## config.mk

```make
export PLATFORM = sky130hd
export DESIGN_NAME = tcg_top
export DESIGN_NICKNAME = d
export VERILOG_FILES = /design/src/tcg_pkg.sv /design/src/tcg_bus_if.sv /design/src/tcg_regmem.sv /design/src/tcg_top.sv
export VERILOG_INCLUDE_DIRS = /design/src
export SDC_FILE = /design/constraint.sdc
export NUM_CORES = 1
export LEC_CHECK = 0
export BUFFER_PORTS_ARGS = -buffer_cell sky130_fd_sc_hd__buf_2
export CAP_MARGIN = 10
export CORE_ASPECT_RATIO = 0.8
export CORE_UTILIZATION = 45
export DETAILED_ROUTE_END_ITERATION = 8
export SYNTH_ARGS = -nofsm -noshare
export SYNTH_HDL_FRONTEND = slang
export SYNTH_SLANG_ARGS = --single-unit
```

## constraint.sdc

```tcl
create_clock -name CLOCK_I -period 2.3 [get_ports CLOCK_I]
set_input_delay 0 -clock CLOCK_I [delete_from_list [all_inputs] [get_ports CLOCK_I]]
set_output_delay 0 -clock CLOCK_I [all_outputs]
set_load 0.02 [all_outputs]
```

## src/tcg_consts.svh

```systemverilog
`ifndef TCG_CONSTS_SVH
`define TCG_CONSTS_SVH
// register byte offsets
`define TCG_OFF_CTRL 12'h000
`define TCG_OFF_OUTC 12'h004
`define TCG_OFF_CCRA 12'h008
`define TCG_OFF_CCRB 12'h00C
`define TCG_OFF_CNT 12'h010
`define TCG_OFF_STAT 12'h014
`define TCG_OFF_MASK 12'h018
`define TCG_OFF_EDGE 12'h01C
// control field positions
`define TCG_CTRL_MODE_LO 0
`define TCG_CTRL_MODE_HI 1
`define TCG_CTRL_SOFT_TRIG 2
`define TCG_CTRL_REV_CAP 3
// output control field positions
`define TCG_OUTC_EN 0
`define TCG_OUTC_LVL_SET 1
`define TCG_OUTC_LVL_RST 2
`define TCG_OUTC_CTL_LO 3
`define TCG_OUTC_CTL_HI 4
// edge select field positions
`define TCG_EDGE_A_LO 0
`define TCG_EDGE_A_HI 1
`define TCG_EDGE_B_LO 2
`define TCG_EDGE_B_HI 3
// status bits
`define TCG_ST_CAP_A 0
`define TCG_ST_CAP_B 1
`define TCG_ST_MATCH_A 2
`define TCG_ST_MATCH_B 3
// reset values and prescaler terminal count
`define TCG_RST_CCR 16'hFFFF
`define TCG_RST_PRESC 8'h00
`define TCG_PRESC_DEF 8'h03
`endif

```

## src/tcg_pkg.sv

```systemverilog
package tcg_pkg;
  typedef enum logic [1:0] {
    TCG_EDGE_FALL,
    TCG_EDGE_RISE,
    TCG_EDGE_NONE,
    TCG_EDGE_BOTH
  } tcg_edge_t;
  typedef enum logic [1:0] {
    TCG_OS_IDLE,
    TCG_OS_DELAY,
    TCG_OS_ACTIVE
  } tcg_os_t;
endpackage

```

## src/tcg_bus_if.sv

```systemverilog
`timescale 1ns/1ps
// register-store access port between the top and its storage
interface tcg_bus_if;
  logic we;
  logic [2:0] waddr;
  logic [31:0] wdata;
  logic [2:0] raddr;
  logic [31:0] rdata;
  modport master (output we, output waddr, output wdata, output raddr, input rdata);
  modport slave (input we, input waddr, input wdata, input raddr, output rdata);
endinterface

```

## src/tcg_regmem.sv

```systemverilog
`timescale 1ns/1ps
// small word store with registered read data
module tcg_regmem (
  // clock and reset
  input wire logic clk_i,
  input wire logic rst_b_i,
  // access port
  tcg_bus_if.slave bus
);
  logic [31:0] mem_r [0:7];
  logic [31:0] rdata_r;
  logic [31:0] rdata_nxt;
  // read mux
  always_comb begin
    rdata_nxt = mem_r[bus.raddr];
  end
  // store and registered read
  always_ff @(posedge clk_i or negedge rst_b_i) begin
    if (!rst_b_i) begin
      rdata_r <= 32'h00000000;
      for (int i = 0; i < 8; i++) begin
        mem_r[i] <= 32'h00000000;
      end
    end else begin
      rdata_r <= rdata_nxt;
      if (bus.we) begin
        mem_r[bus.waddr] <= bus.wdata;
      end
    end
  end
  assign bus.rdata = rdata_r;
endmodule

```

## src/tcg_top.sv

```systemverilog
// Local design decisions: the AXI4-Lite register port and the register addresses.
`timescale 1ns/1ps
`include "tcg_consts.svh"
// Function
// soft-only trigger needs input A steady
// never equal values in both compare registers
// level bits written only via setup order
// order: control bits, enable, then level
// start unsynchronised; first match jitters one tick (the code holds the prescaler at zero while stopped, so start is aligned)
// compare registers must be nonzero
// capture during read: capture done, data undefined
// valid edge interrupts; reverse-phase capture silent
// read capture register after its interrupt
// compare registers undefined once timer stopped
// change edge select only while stopped
// one-shot from soft bit or valid A edge
module tcg_top (
  // clock and reset
  input wire logic CLOCK_I,
  input wire logic RST_B_I,
  // axi4-lite write address
  input wire logic [11:0] AWADDR_I,
  input wire logic AWVALID_I,
  output logic AWREADY_O,
  // axi4-lite write data
  input wire logic [31:0] WDATA_I,
  input wire logic [3:0] WSTRB_I,
  input wire logic WVALID_I,
  output logic WREADY_O,
  // axi4-lite write response
  output logic [1:0] BRESP_O,
  output logic BVALID_O,
  input wire logic BREADY_I,
  // axi4-lite read
  input wire logic [11:0] ARADDR_I,
  input wire logic ARVALID_I,
  output logic ARREADY_O,
  output logic [31:0] RDATA_O,
  output logic [1:0] RRESP_O,
  output logic RVALID_O,
  input wire logic RREADY_I,
  // capture pins
  input wire logic CAPTURE_INPUT_A_I,
  input wire logic CAPTURE_INPUT_B_I,
  // timer output pin and interrupt
  output logic TIMER_OUT_O,
  output logic TIMER_OUT_OE_O,
  output logic IRQ_O
);
  tcg_bus_if mem_bus ();
  tcg_regmem u_mem (
    .clk_i(CLOCK_I),
    .rst_b_i(RST_B_I),
    .bus(mem_bus)
  );

  // decodes a byte offset into a word index, flags unmapped
  function automatic logic [3:0] dec(input logic [11:0] a);
    if (a[11:5] != 7'h00 || a[1:0] != 2'b00) begin
      dec = 4'h8;
    end else begin
      dec = {1'b0, a[4:2]};
    end
  endfunction
  // detects a valid edge given previous/current level and select
  function automatic logic edge_hit(input logic p, input logic c, input logic [1:0] sel);
    unique case (tcg_pkg::tcg_edge_t'(sel))
      tcg_pkg::TCG_EDGE_FALL: edge_hit = p & ~c;
      tcg_pkg::TCG_EDGE_RISE: edge_hit = ~p & c;
      tcg_pkg::TCG_EDGE_NONE: edge_hit = 1'b0;
      tcg_pkg::TCG_EDGE_BOTH: edge_hit = p ^ c;
    endcase
  endfunction
  logic [1:0] mode_r, mode_nxt;
  logic rev_cap_r, rev_cap_nxt;
  logic [4:0] outc_r, outc_nxt;
  logic [15:0] ccra_r, ccra_nxt, ccrb_r, ccrb_nxt, cnt_r, cnt_nxt;
  logic [3:0] stat_r, stat_nxt, mask_r, mask_nxt, edge_r, edge_nxt;
  logic [7:0] presc_r, presc_nxt;
  logic tick;
  logic pa_r, pb_r, a_s_r, b_s_r, pa_nxt, pb_nxt;
  logic aw_r, aw_nxt, w_r, w_nxt, bv_r, bv_nxt, ar_r, ar_nxt, rv_r, rv_nxt;
  logic rpend_r, rpend_nxt;
  logic [11:0] awa_r, awa_nxt, ara_r, ara_nxt;
  logic [31:0] wd_r, wd_nxt, rd_r, rd_nxt;
  logic [1:0] bresp_r, bresp_nxt, rresp_r, rresp_nxt;
  logic [3:0] ridx_r, ridx_nxt;
  logic cap_during_read;
  tcg_pkg::tcg_os_t os_r, os_nxt;
  logic tout_r, tout_nxt, irq_r, irq_nxt, oe_r, oe_nxt;
  logic running, hit_a, hit_b, rev_a, trig, do_w, set_bit, rst_bit;
  logic [3:0] widx;
  logic awrdy_r, awrdy_nxt, wrdy_r, wrdy_nxt, arrdy_r, arrdy_nxt, wsz_r, wsz_nxt;
  assign running = (mode_r != 2'b00);
  assign tick = running && (presc_r == `TCG_PRESC_DEF);
  // edge detection on synchronous pins, stopped timer sees nothing
  assign hit_a = running && edge_hit(a_s_r, pa_r, edge_r[1:0]);
  assign hit_b = running && edge_hit(b_s_r, pb_r, edge_r[3:2]);
  // reverse phase: same select with the two samples swapped
  assign rev_a = running && rev_cap_r && edge_hit(pa_r, a_s_r, edge_r[1:0]);
  assign do_w = aw_r && w_r && !bv_r;
  assign widx = dec(awa_r);
  assign trig = (do_w && widx == 4'h0 && wd_r[`TCG_CTRL_SOFT_TRIG]) || hit_a;
  assign cap_during_read = rpend_r && (hit_a || hit_b || rev_a);
  // axi channel handshakes
  always_comb begin
    aw_nxt = aw_r;
    awa_nxt = awa_r;
    w_nxt = w_r;
    wd_nxt = wd_r;
    bv_nxt = bv_r;
    bresp_nxt = bresp_r;
    ar_nxt = ar_r;
    ara_nxt = ara_r;
    rv_nxt = rv_r;
    rd_nxt = rd_r;
    rresp_nxt = rresp_r;
    rpend_nxt = 1'b0;
    ridx_nxt = ridx_r;
    wsz_nxt = wsz_r;
    if (AWVALID_I && !aw_r && !bv_r) begin
      aw_nxt = 1'b1;
      awa_nxt = AWADDR_I;
    end
    if (WVALID_I && !w_r && !bv_r) begin
      w_nxt = 1'b1;
      wd_nxt = WDATA_I;
      wsz_nxt = (WSTRB_I == 4'h0); // strobe kept with its data
    end
    if (do_w) begin
      aw_nxt = 1'b0;
      w_nxt = 1'b0;
      bv_nxt = 1'b1;
      bresp_nxt = (widx[3] || wsz_r) ? 2'b10 : 2'b00;
    end
    if (bv_r && BREADY_I) begin
      bv_nxt = 1'b0;
    end
    if (ARVALID_I && !ar_r && !rv_r && !rpend_r) begin
      ar_nxt = 1'b1;
      ara_nxt = ARADDR_I;
    end
    if (ar_r) begin
      ar_nxt = 1'b0;
      rpend_nxt = 1'b1;
      ridx_nxt = dec(ara_r);
    end
    if (rpend_r) begin
      rv_nxt = 1'b1;
      rresp_nxt = ridx_r[3] ? 2'b10 : 2'b00;
      unique case (ridx_r)
        4'h0: rd_nxt = {28'h0000000, rev_cap_r, 1'b0, mode_r};
        4'h1: rd_nxt = {27'h0000000, outc_r};
        4'h2: rd_nxt = {16'h0000, ccra_r};
        4'h3: rd_nxt = {16'h0000, ccrb_r};
        4'h4: rd_nxt = {16'h0000, cnt_r};
        4'h5: rd_nxt = {28'h0000000, stat_r};
        4'h6: rd_nxt = {28'h0000000, mask_r};
        4'h7: rd_nxt = {28'h0000000, edge_r};
        default: rd_nxt = 32'h00000000;
      endcase
      // capture racing the read: returned data are not guaranteed
      if (cap_during_read && (ridx_r == 4'h2 || ridx_r == 4'h3)) begin
        rd_nxt = mem_bus.rdata;
      end
    end
    if (rv_r && RREADY_I) begin
      rv_nxt = 1'b0;
    end
    // readies registered so the ports come from flops
    awrdy_nxt = !aw_nxt && !bv_nxt;
    wrdy_nxt = !w_nxt && !bv_nxt;
    arrdy_nxt = !ar_nxt && !rv_nxt && !rpend_nxt;
  end

  // scratch store takes every accepted write at its register index, unmapped offsets at index 0, for the race read path
  assign mem_bus.we = do_w;
  assign mem_bus.waddr = widx[2:0];
  assign mem_bus.wdata = wd_r;
  assign mem_bus.raddr = ridx_r[2:0];
  // timer state, registers, capture and interrupts
  always_comb begin
    mode_nxt = mode_r;
    rev_cap_nxt = rev_cap_r;
    outc_nxt = outc_r;
    ccra_nxt = ccra_r;
    ccrb_nxt = ccrb_r;
    mask_nxt = mask_r;
    edge_nxt = edge_r;
    stat_nxt = stat_r;
    pa_nxt = CAPTURE_INPUT_A_I;
    pb_nxt = CAPTURE_INPUT_B_I;
    presc_nxt = (!running || tick) ? `TCG_RST_PRESC : presc_r + 8'h01;
    cnt_nxt = cnt_r;
    // prescaler held at zero while stopped, so start is aligned to the tick phase
    if (!running) begin
      cnt_nxt = 16'h0000;
    end else if (tick) begin
      cnt_nxt = cnt_r + 16'h0001;
    end
    if (rpend_r && ridx_r == 4'h5) begin
      stat_nxt = 4'h0;
    end
    if (do_w && !widx[3]) begin
      unique case (widx[2:0])
        3'h0: begin
          mode_nxt = wd_r[`TCG_CTRL_MODE_HI:`TCG_CTRL_MODE_LO];
          rev_cap_nxt = wd_r[`TCG_CTRL_REV_CAP];
        end
        3'h1: outc_nxt = wd_r[4:0];
        3'h2: ccra_nxt = wd_r[15:0];
        3'h3: ccrb_nxt = wd_r[15:0];
        3'h6: mask_nxt = wd_r[3:0];
        3'h7: begin
          // edge selects only change while stopped
          if (!running) begin
            edge_nxt = wd_r[3:0];
          end
        end
        default: begin
        end
      endcase
    end
    // capture a on valid or reverse-phase edge, b on valid edge
    if (hit_a || rev_a) begin
      ccra_nxt = cnt_r;
    end
    if (hit_b) begin
      ccrb_nxt = cnt_r;
    end
    // once stopped the compare contents are not kept
    if (running && mode_nxt == 2'b00) begin
      ccra_nxt = `TCG_RST_CCR;
      ccrb_nxt = `TCG_RST_CCR;
    end
    // interrupt sets win over the read clear; reverse-phase capture sets nothing
    stat_nxt[`TCG_ST_CAP_A] = stat_nxt[`TCG_ST_CAP_A] | hit_a;
    stat_nxt[`TCG_ST_CAP_B] = stat_nxt[`TCG_ST_CAP_B] | hit_b;
    stat_nxt[`TCG_ST_MATCH_A] = stat_nxt[`TCG_ST_MATCH_A] | (tick && cnt_r == ccra_r);
    stat_nxt[`TCG_ST_MATCH_B] = stat_nxt[`TCG_ST_MATCH_B] | (tick && cnt_r == ccrb_r);
    irq_nxt = |(stat_nxt & mask_nxt);
  end
  // one-shot output: delay until match b, active until match a
  always_comb begin
    os_nxt = os_r;
    tout_nxt = tout_r;
    oe_nxt = outc_r[`TCG_OUTC_EN];
    set_bit = do_w && widx == 4'h1 && wd_r[`TCG_OUTC_LVL_SET];
    rst_bit = do_w && widx == 4'h1 && wd_r[`TCG_OUTC_LVL_RST];
    if (set_bit) begin
      tout_nxt = 1'b1;
    end else if (rst_bit) begin
      tout_nxt = 1'b0;
    end
    unique case (os_r)
      tcg_pkg::TCG_OS_IDLE: begin
        if (trig && running && outc_r[`TCG_OUTC_CTL_HI]) begin
          os_nxt = tcg_pkg::TCG_OS_DELAY;
        end
      end
      tcg_pkg::TCG_OS_DELAY: begin
        if (tick && cnt_r == ccrb_r) begin
          os_nxt = tcg_pkg::TCG_OS_ACTIVE;
          tout_nxt = ~tout_r;
        end
      end
      tcg_pkg::TCG_OS_ACTIVE: begin
        if (tick && cnt_r == ccra_r) begin
          os_nxt = tcg_pkg::TCG_OS_IDLE;
          tout_nxt = ~tout_r;
        end
      end
      default: os_nxt = tcg_pkg::TCG_OS_IDLE;
    endcase
    if (!running) begin
      os_nxt = tcg_pkg::TCG_OS_IDLE;
    end
  end

  // register bus state; readies rest high
  always_ff @(posedge CLOCK_I or negedge RST_B_I) begin
    if (!RST_B_I) begin
      {aw_r, w_r, bv_r} <= 3'h0;
      {ar_r, rv_r, rpend_r} <= 3'h0;
      {awrdy_r, wrdy_r, arrdy_r} <= 3'h7;
      {awa_r, ara_r, ridx_r} <= 28'h0000000;
      {wd_r, rd_r} <= 64'h0000000000000000;
      {bresp_r, rresp_r, wsz_r} <= 5'h00;
    end else begin
      {aw_r, w_r, bv_r} <= {aw_nxt, w_nxt, bv_nxt};
      {ar_r, rv_r, rpend_r} <= {ar_nxt, rv_nxt, rpend_nxt};
      {awrdy_r, wrdy_r, arrdy_r} <= {awrdy_nxt, wrdy_nxt, arrdy_nxt};
      {awa_r, ara_r, ridx_r} <= {awa_nxt, ara_nxt, ridx_nxt};
      {wd_r, rd_r} <= {wd_nxt, rd_nxt};
      {bresp_r, rresp_r, wsz_r} <= {bresp_nxt, rresp_nxt, wsz_nxt};
    end
  end
  // timer, capture, status and pin sample state
  always_ff @(posedge CLOCK_I or negedge RST_B_I) begin
    if (!RST_B_I) begin
      {mode_r, rev_cap_r, outc_r} <= 8'h00;
      {ccra_r, ccrb_r} <= {`TCG_RST_CCR, `TCG_RST_CCR};
      {cnt_r, presc_r} <= {16'h0000, `TCG_RST_PRESC};
      {stat_r, mask_r, edge_r} <= 12'h000;
      {pa_r, pb_r, a_s_r, b_s_r} <= 4'h0;
      irq_r <= 1'b0;
    end else begin
      {mode_r, rev_cap_r, outc_r} <= {mode_nxt, rev_cap_nxt, outc_nxt};
      {ccra_r, ccrb_r} <= {ccra_nxt, ccrb_nxt};
      {cnt_r, presc_r} <= {cnt_nxt, presc_nxt};
      {stat_r, mask_r, edge_r} <= {stat_nxt, mask_nxt, edge_nxt};
      {pa_r, pb_r, a_s_r, b_s_r} <= {pa_nxt, pb_nxt, pa_r, pb_r};
      irq_r <= irq_nxt;
    end
  end
  // one-shot and output pin state
  always_ff @(posedge CLOCK_I or negedge RST_B_I) begin
    if (!RST_B_I) begin
      os_r <= tcg_pkg::TCG_OS_IDLE;
      {tout_r, oe_r} <= 2'b00;
    end else begin
      os_r <= os_nxt;
      {tout_r, oe_r} <= {tout_nxt, oe_nxt};
    end
  end
  // outputs straight from flops
  assign AWREADY_O = awrdy_r;
  assign WREADY_O = wrdy_r;
  assign BVALID_O = bv_r;
  assign BRESP_O = bresp_r;
  assign ARREADY_O = arrdy_r;
  assign RVALID_O = rv_r;
  assign RDATA_O = rd_r;
  assign RRESP_O = rresp_r;
  assign TIMER_OUT_O = tout_r;
  assign TIMER_OUT_OE_O = oe_r;
  assign IRQ_O = irq_r;
endmodule

```

# == Word-level counts from Yosys, hierarchy flattened ==
# Cells that the tools add are included.
# op_classes
n_mux,52
n_reduce_logical,82
n_div,0
mul,0
shifts,0
order_cmp,3
bitwise_logic,19
n_addsub,2
n_eq_ne,28
# ops
operator,count
256-bit bitwise mux,1
16-bit two-way mux,10
32-bit two-way mux,4
16-bit one-hot mux with 8 select lines,1
32-bit binary-select mux with 3-bit select,1
32-bit demux with 3-bit select,1
1-bit logical AND,35
16-bit == test,2
4-bit two-way mux,5
"16-bit by 1-bit adder with 16-bit output, second input constant",1
"4-bit by 3-bit == test with 1-bit output, second input constant",4
2-bit two-way mux,8
1-bit two-way mux,15
1-bit logical NOT,14
7-bit nonzero test,2
4-bit logical NOT,3
1-bit one-hot mux with 4 select lines,3
3-bit nonzero test,4
"2-bit == test, second input constant",5
1-bit logical OR,9
"3-bit inequality test, second input constant",3
"8-bit by 1-bit adder with 8-bit output, second input constant",1
"4-bit by 1-bit == test with 1-bit output, second input constant",2
"4-bit by 2-bit == test with 1-bit output, second input constant",2
other kinds (23),50
# word_totals
n_memories,0
latchBits,0
wordCells,230
ff_bits,479
output_inout_bits,44
mem_bits_ro,0
ram_bits,0
in_bits,69

# == Logic depth before layout (Yosys ltp) ==
# logic_depth
depth_word,12
mapped_depth,10
mapped_depth_nobuf,8

# == Hierarchy ==
# Synthesis repeated with hierarchy kept, for this count alone.
# unflattened
hier_cells,1546
hier_area_um2,21752.1
# modules_own_cells
module,area_per_inst_um2,seq_area_each_um2,n_inst,cells_each
tcg_regmem,12440.7,7206.9,1,697
tcg_top,9311.4,4773.3,1,849

# == Worst setup path before layout ==
# No wires, ideal clock.
# synth_timing
path_kind,register to register
startpoint,register bv_r (netlist: BVALID_O)
endpoint,register ccrb_r[3]
path_buffers,3
required_time_ns,2.228
stages_incl_launch_ff,10
setup_ns,0.072
period_less_slack_ns,2.390
arrival_ns,2.319
path_slack_ns,-0.090
cell_sequence,dfrtp_1 and3b_1 buf_2 nand4_4 nor2_1 mux2_1 or3_1 buf_2 buf_4 o21ai_1
# synth_via
elab_chain_cells,8
word_cells_on_any_way,10
cone_classes,mux: 2; reduce/logical: 8
# synth_lines
item,line,text
from (decl),tcg_top.sv:82,"logic aw_r, aw_nxt, w_r, w_nxt, bv_r, bv_nxt, ar_r, ar_nxt, rv_r, rv_nxt;"
from (signal assigned),tcg_top.sv:290,"{aw_r, w_r, bv_r} <= {aw_nxt, w_nxt, bv_nxt};"
1-bit logical NOT *,tcg_top.sv:101,assign do_w = aw_r && w_r && !bv_r;
1-bit logical AND *,tcg_top.sv:101,
1-bit logical AND *,tcg_top.sv:204,if (do_w && !widx[3]) begin
2-bit two-way mux *,tcg_top.sv:204,
via mode_nxt[0],tcg_top.sv:74,"logic [1:0] mode_r, mode_nxt;"
2-bit logical NOT *,tcg_top.sv:232,if (running && mode_nxt == 2'b00) begin
1-bit logical AND *,tcg_top.sv:232,
3-bit nonzero test (no source line),--,
2-bit AND reduction (no source line),--,
to (signal assigned),tcg_top.sv:302,"{ccra_r, ccrb_r} <= {`TCG_RST_CCR, `TCG_RST_CCR};"
to (signal assigned),tcg_top.sv:309,"{ccra_r, ccrb_r} <= {ccra_nxt, ccrb_nxt};"
to (decl),tcg_top.sv:77,"logic [15:0] ccra_r, ccra_nxt, ccrb_r, ccrb_nxt, cnt_r, cnt_nxt;"
# Mark *: on every way through the listed nets, which the timed path passes. The rest lies on a longest branch.
# A chain may end at the register's enable or synchronous reset.

# == Worst setup path in the final report ==
# layout_timing
startpoint,register awa_r[1]
endpoint,register ccra_r[10]
# layout_via
elab_chain_cells,10
word_cells_on_any_way,15
cone_classes,eq/ne: 1; mux: 4; reduce/logical: 10
# layout_lines
item,line,text
from (decl),tcg_top.sv:84,"logic [11:0] awa_r, awa_nxt, ara_r, ara_nxt;"
from (signal assigned),tcg_top.sv:293,"{awa_r, ara_r, ridx_r} <= {awa_nxt, ara_nxt, ridx_nxt};"
2-bit nonzero test *,tcg_top.sv:59,if (a[11:5] != 7'h00 || a[1:0] != 2'b00) begin
1-bit logical OR *,tcg_top.sv:59,
4-bit two-way mux *,tcg_top.sv:59,
3-bit logical NOT or 1-bit logical NOT (tied branches),"tcg_top.sv:205, tcg_top.sv:204",
2-bit two-way mux or 1-bit logical AND (tied branches),"tcg_top.sv:205, tcg_top.sv:204",
2-bit two-way mux *,tcg_top.sv:204,
via mode_nxt[0],tcg_top.sv:74,
2-bit logical NOT *,tcg_top.sv:232,
1-bit logical AND *,tcg_top.sv:232,
3-bit nonzero test (no source line),--,
2-bit AND reduction (no source line),--,
to (signal assigned),tcg_top.sv:302,
to (signal assigned),tcg_top.sv:309,
to (decl),tcg_top.sv:77,
# Marked as above.

==> flow_summary_export.csv <==
group,metric,value,unit
global_routing,grtUsageMet1,35.4,%
synth,ys_async_sr_fraction,100,%
floorplan,die_w,245,um
clock_network,path_clk_slew,0.06,ns
power_and_ir_drop,ir_drop,0.663,mV
synth,synth-edff-count,0,
detailed_routing,drtIter0Drc,1098,
synth,synth_cells,1819,
synth,ys_top_cells_by_count,"nand2_1, dfrtp_1, mux2_1",
clock_network,cts.sinks,477,
power_and_ir_drop,power,24800,uW
status,run_status,"complete, but fails checks",
final_layout,num-nets-final,2072,
floorplan,fp.dieArea,48200,um2
synth,ys_ff_latch,477,
critical_path,end_kind,"register",
clock_network,cts_max_path_buffers,3,
timing,hold_ws,-0.00973,ns
detailed_routing,drtAntennaViolNets,0,
floorplan,initial_utilization,46.1,%
timing,finalCriticalPeriod,2.25,ns
global_routing,antenna_found_initial,0,
global_routing,use_met2,37.2,%
clock_network,cts_buffers,49,
final_layout,final_util,55.1,%
power_and_ir_drop,p_leak,0.0125,uW
placement,hpwl,36.0,mm
critical_path,cp_data_required_time,2.77,ns
timing,clock_skew,0.0208,ns
global_routing,grt_max_degree,82,
detailed_routing,wl_per_cell,20.9,um
clock_network,htree_levels,2,
synth,netlist.area_leader.share,51.9,%
critical_path,worstSetupPathType,"register to register",
final_layout,final_layout_size_suffix_gt1_share,23.2,%
clock_network,post-cts-setup-buffers,0,
final_layout,antennaDiodeCount,0,
synth,netlist_area,21300,um2
synth,synth_ff_type,"dfrtp_1",
global_routing,grt.busiest_layer,"met2",
timing,worst_slack,0.0512,ns
critical_path,critPathArrivalTime,2.72,ns
global_routing,grt_use_met3,3.05,%
synth,synth_cell_types,66,
timing,grt_setup_unrepaired,"true",
critical_path,startpoint,"awa_r[1]$_DFFE_PN0P_",
synth,yosysWarnings,0,
job,drv_cap,0,
detailed_routing,drc_errors,0,
status,violations,"hold timing",
floorplan,io-pin-count,113,
global_routing,grt_usage,23.7,%
detailed_routing,finalWirelength,55.2,mm
timing,fmax,445,MHz
global_routing,grt_pass1_vias,15200,
critical_path,reg2reg_from,"awa_r[1]$_DFFE_PN0P_",
timing,timing.final.crit_share,97.8,%
critical_path,start_kind,"register",
final_layout,synthToLayoutAreaGrowth,19.4,%
global_routing,grt_pass1_wl,88.8,mm
floorplan,placementRows,70,
timing,finalHoldViolations,3,
synth,avgSynthCellArea,11.7,um2
floorplan,coreArea,46200,um2
clock_network,cts_tree,"yes",
detailed_routing,dr.pass1.iters,5,
placement,portBuffers,110,
timing,worst_slew_pin_slew,0.660,ns
final_layout,fin_cells,2644,
detailed_routing,vias,14600,
critical_path,critPathMaxFanout,32,
timing,maxSlewViolCount,0,
synth,yosysSeqAreaShare,56.3,%
synth,post-synth-top-area-cell,"dfrtp_1",
power_and_ir_drop,power_density,974,nW/um2
timing,slew_headroom,56.0,%
global_routing,overflow,0,
synth,synth.most_common_cell,"nand2_1",
timing,final-setup-viol-count,0,
hold_path,worstHoldPathType,"input pin to async pin",
clock_network,clock_latency,0.57,ns
placement,gp_congestion,0.868,
placement,placed_cells,2486,
floorplan,dieHeight,197,um
synth,synth_area_leaders,"dfrtp_1, mux2_1, nand2_1",
detailed_routing,viasPerCell,5.51,
clock_network,cts.root.buffer_cell,"clkbuf_16",
placement,post-place-ws,-0.00199,ns
[repair_timing]
action,CTS,global route
endpoints found under the hold margin,523,0
gates resized for setup,1,9
endpoints found under the setup margin,16,43
gates cloned,0,0
hold buffers,69,0
[metal layers]
layer	vias to the layer above	wire length, um	part of all wire, %
li1	6638	-	-
met1	7531	26000	47
met2	332	25800	47
met3	68	2520	4.6
met4	0	865	1.6
met5	-	0	0
[kinds of logic (layout without fill, tap and decap cells)]
| family | after synthesis | count (layout) | share of synthesized area (%) |
|---|---|---|---|
| fa+ha+maj | 9 | 9 | 0.529 |
| simple gates | 657 | 657 | 13.2 |
| buf+inv | 165 | 377 | 3.20 |
| mux | 307 | 307 | 19.5 |
| flops | 477 | 477 | 56.3 |
| xor+xnor | 49 | 49 | 2.02 |
| other cells | 1 | 2 | 0.0176 |
| compound gates | 154 | 154 | 5.29 |
[final cells by class]
cell class | count | area [um2]
Timing Repair Buffer | 272 | 2180
Sequential cell | 477 | 12000
Tap cell | 612 | 766
Clock buffer | 66 | 1430
Fill cell | 3915 | 20700
Multi-Input combinational cell | 1178 | 8740
Clock inverter | 23 | 258
Inverter | 16 | 60.1
[final timing paths]
check / endpoint / slack, ns / cells after the start
max reg2reg: ccra_r[10]$_DFFE_PN1P_ / 0.05 / 8
min reg2reg: a_s_r$_DFF_PN0_ / 0.42 / 0
min in group CLOCK_I: pb_r$_DFF_PN0_ / 0.14 / 2
max in group asynchronous: u_mem.mem_r[88]$_DFFE_PN0P_ / 1.39 / 3
max: ccra_r[10]$_DFFE_PN1P_ / 0.05 / 8
min: u_mem.mem_r[10]$_DFFE_PN0P_ / -0.01 / 2
[cells in the final DEF (no fill, tap or decap), types with 12 or more instances in the layout]
cell type / netlist / layout
nand2_1: 470 / 470
dfrtp_1: 442 / 438
mux2_1: 171 / 171
buf_2: 22 / 109
buf_4: 3 / 74
dlygate4sd3_1: 0 / 69
nor2_1: 70 / 68
mux4_2: 64 / 64
mux2_2: 52 / 52
clkbuf_16: 0 / 51
dfstp_2: 35 / 35
xor2_1: 34 / 34
a22o_1: 30 / 30
and3_1: 29 / 29
o21ai_1: 25 / 24
mux2i_1: 20 / 20
nand3_1: 20 / 18
o211ai_1: 18 / 18
buf_12: 0 / 18
xnor2_1: 15 / 15
inv_1: 14 / 14
o21ai_0: 15 / 14
a222oi_1: 14 / 14
clkinv_2: 0 / 13
a21oi_1: 13 / 12
[worst max-delay path, stage by stage, from the launching register on]
cell	delay [ns]
dfrtp_1	0.38
nor4_2	0.25
buf_4	0.17
nand4_4	0.11
nor2_4	0.15
mux2_1	0.36
or3_4	0.42
buf_12	0.18
o211ai_1	0.11
[per-stage QoR]
step | setup TNS [ns] | cell area, um2
floorplan | 0 | 21300
global placement | 0 | 23000
detailed placement | -0.00321 | 23000
CTS | 0 | 25400
global route | -0.339 | 25400
finish | 0 | 25400
[where the power goes]
part           total, uW  internal, uW  switching [uW]
combinational       4690          2400            2280
sequential         11800         10200            1580
clock               8280          4930            3350
[registers in the layout (all words and copies together), names as in the netlist, 16 cells and up]
register / flops
u_mem.bus.rdata: 32
cnt_r: 16
RDATA_O: 32
u_mem.mem_r: 256
ccra_r: 16
ccrb_r: 16
mem_bus.wdata: 32
Power figures use the tool's default switching activity.
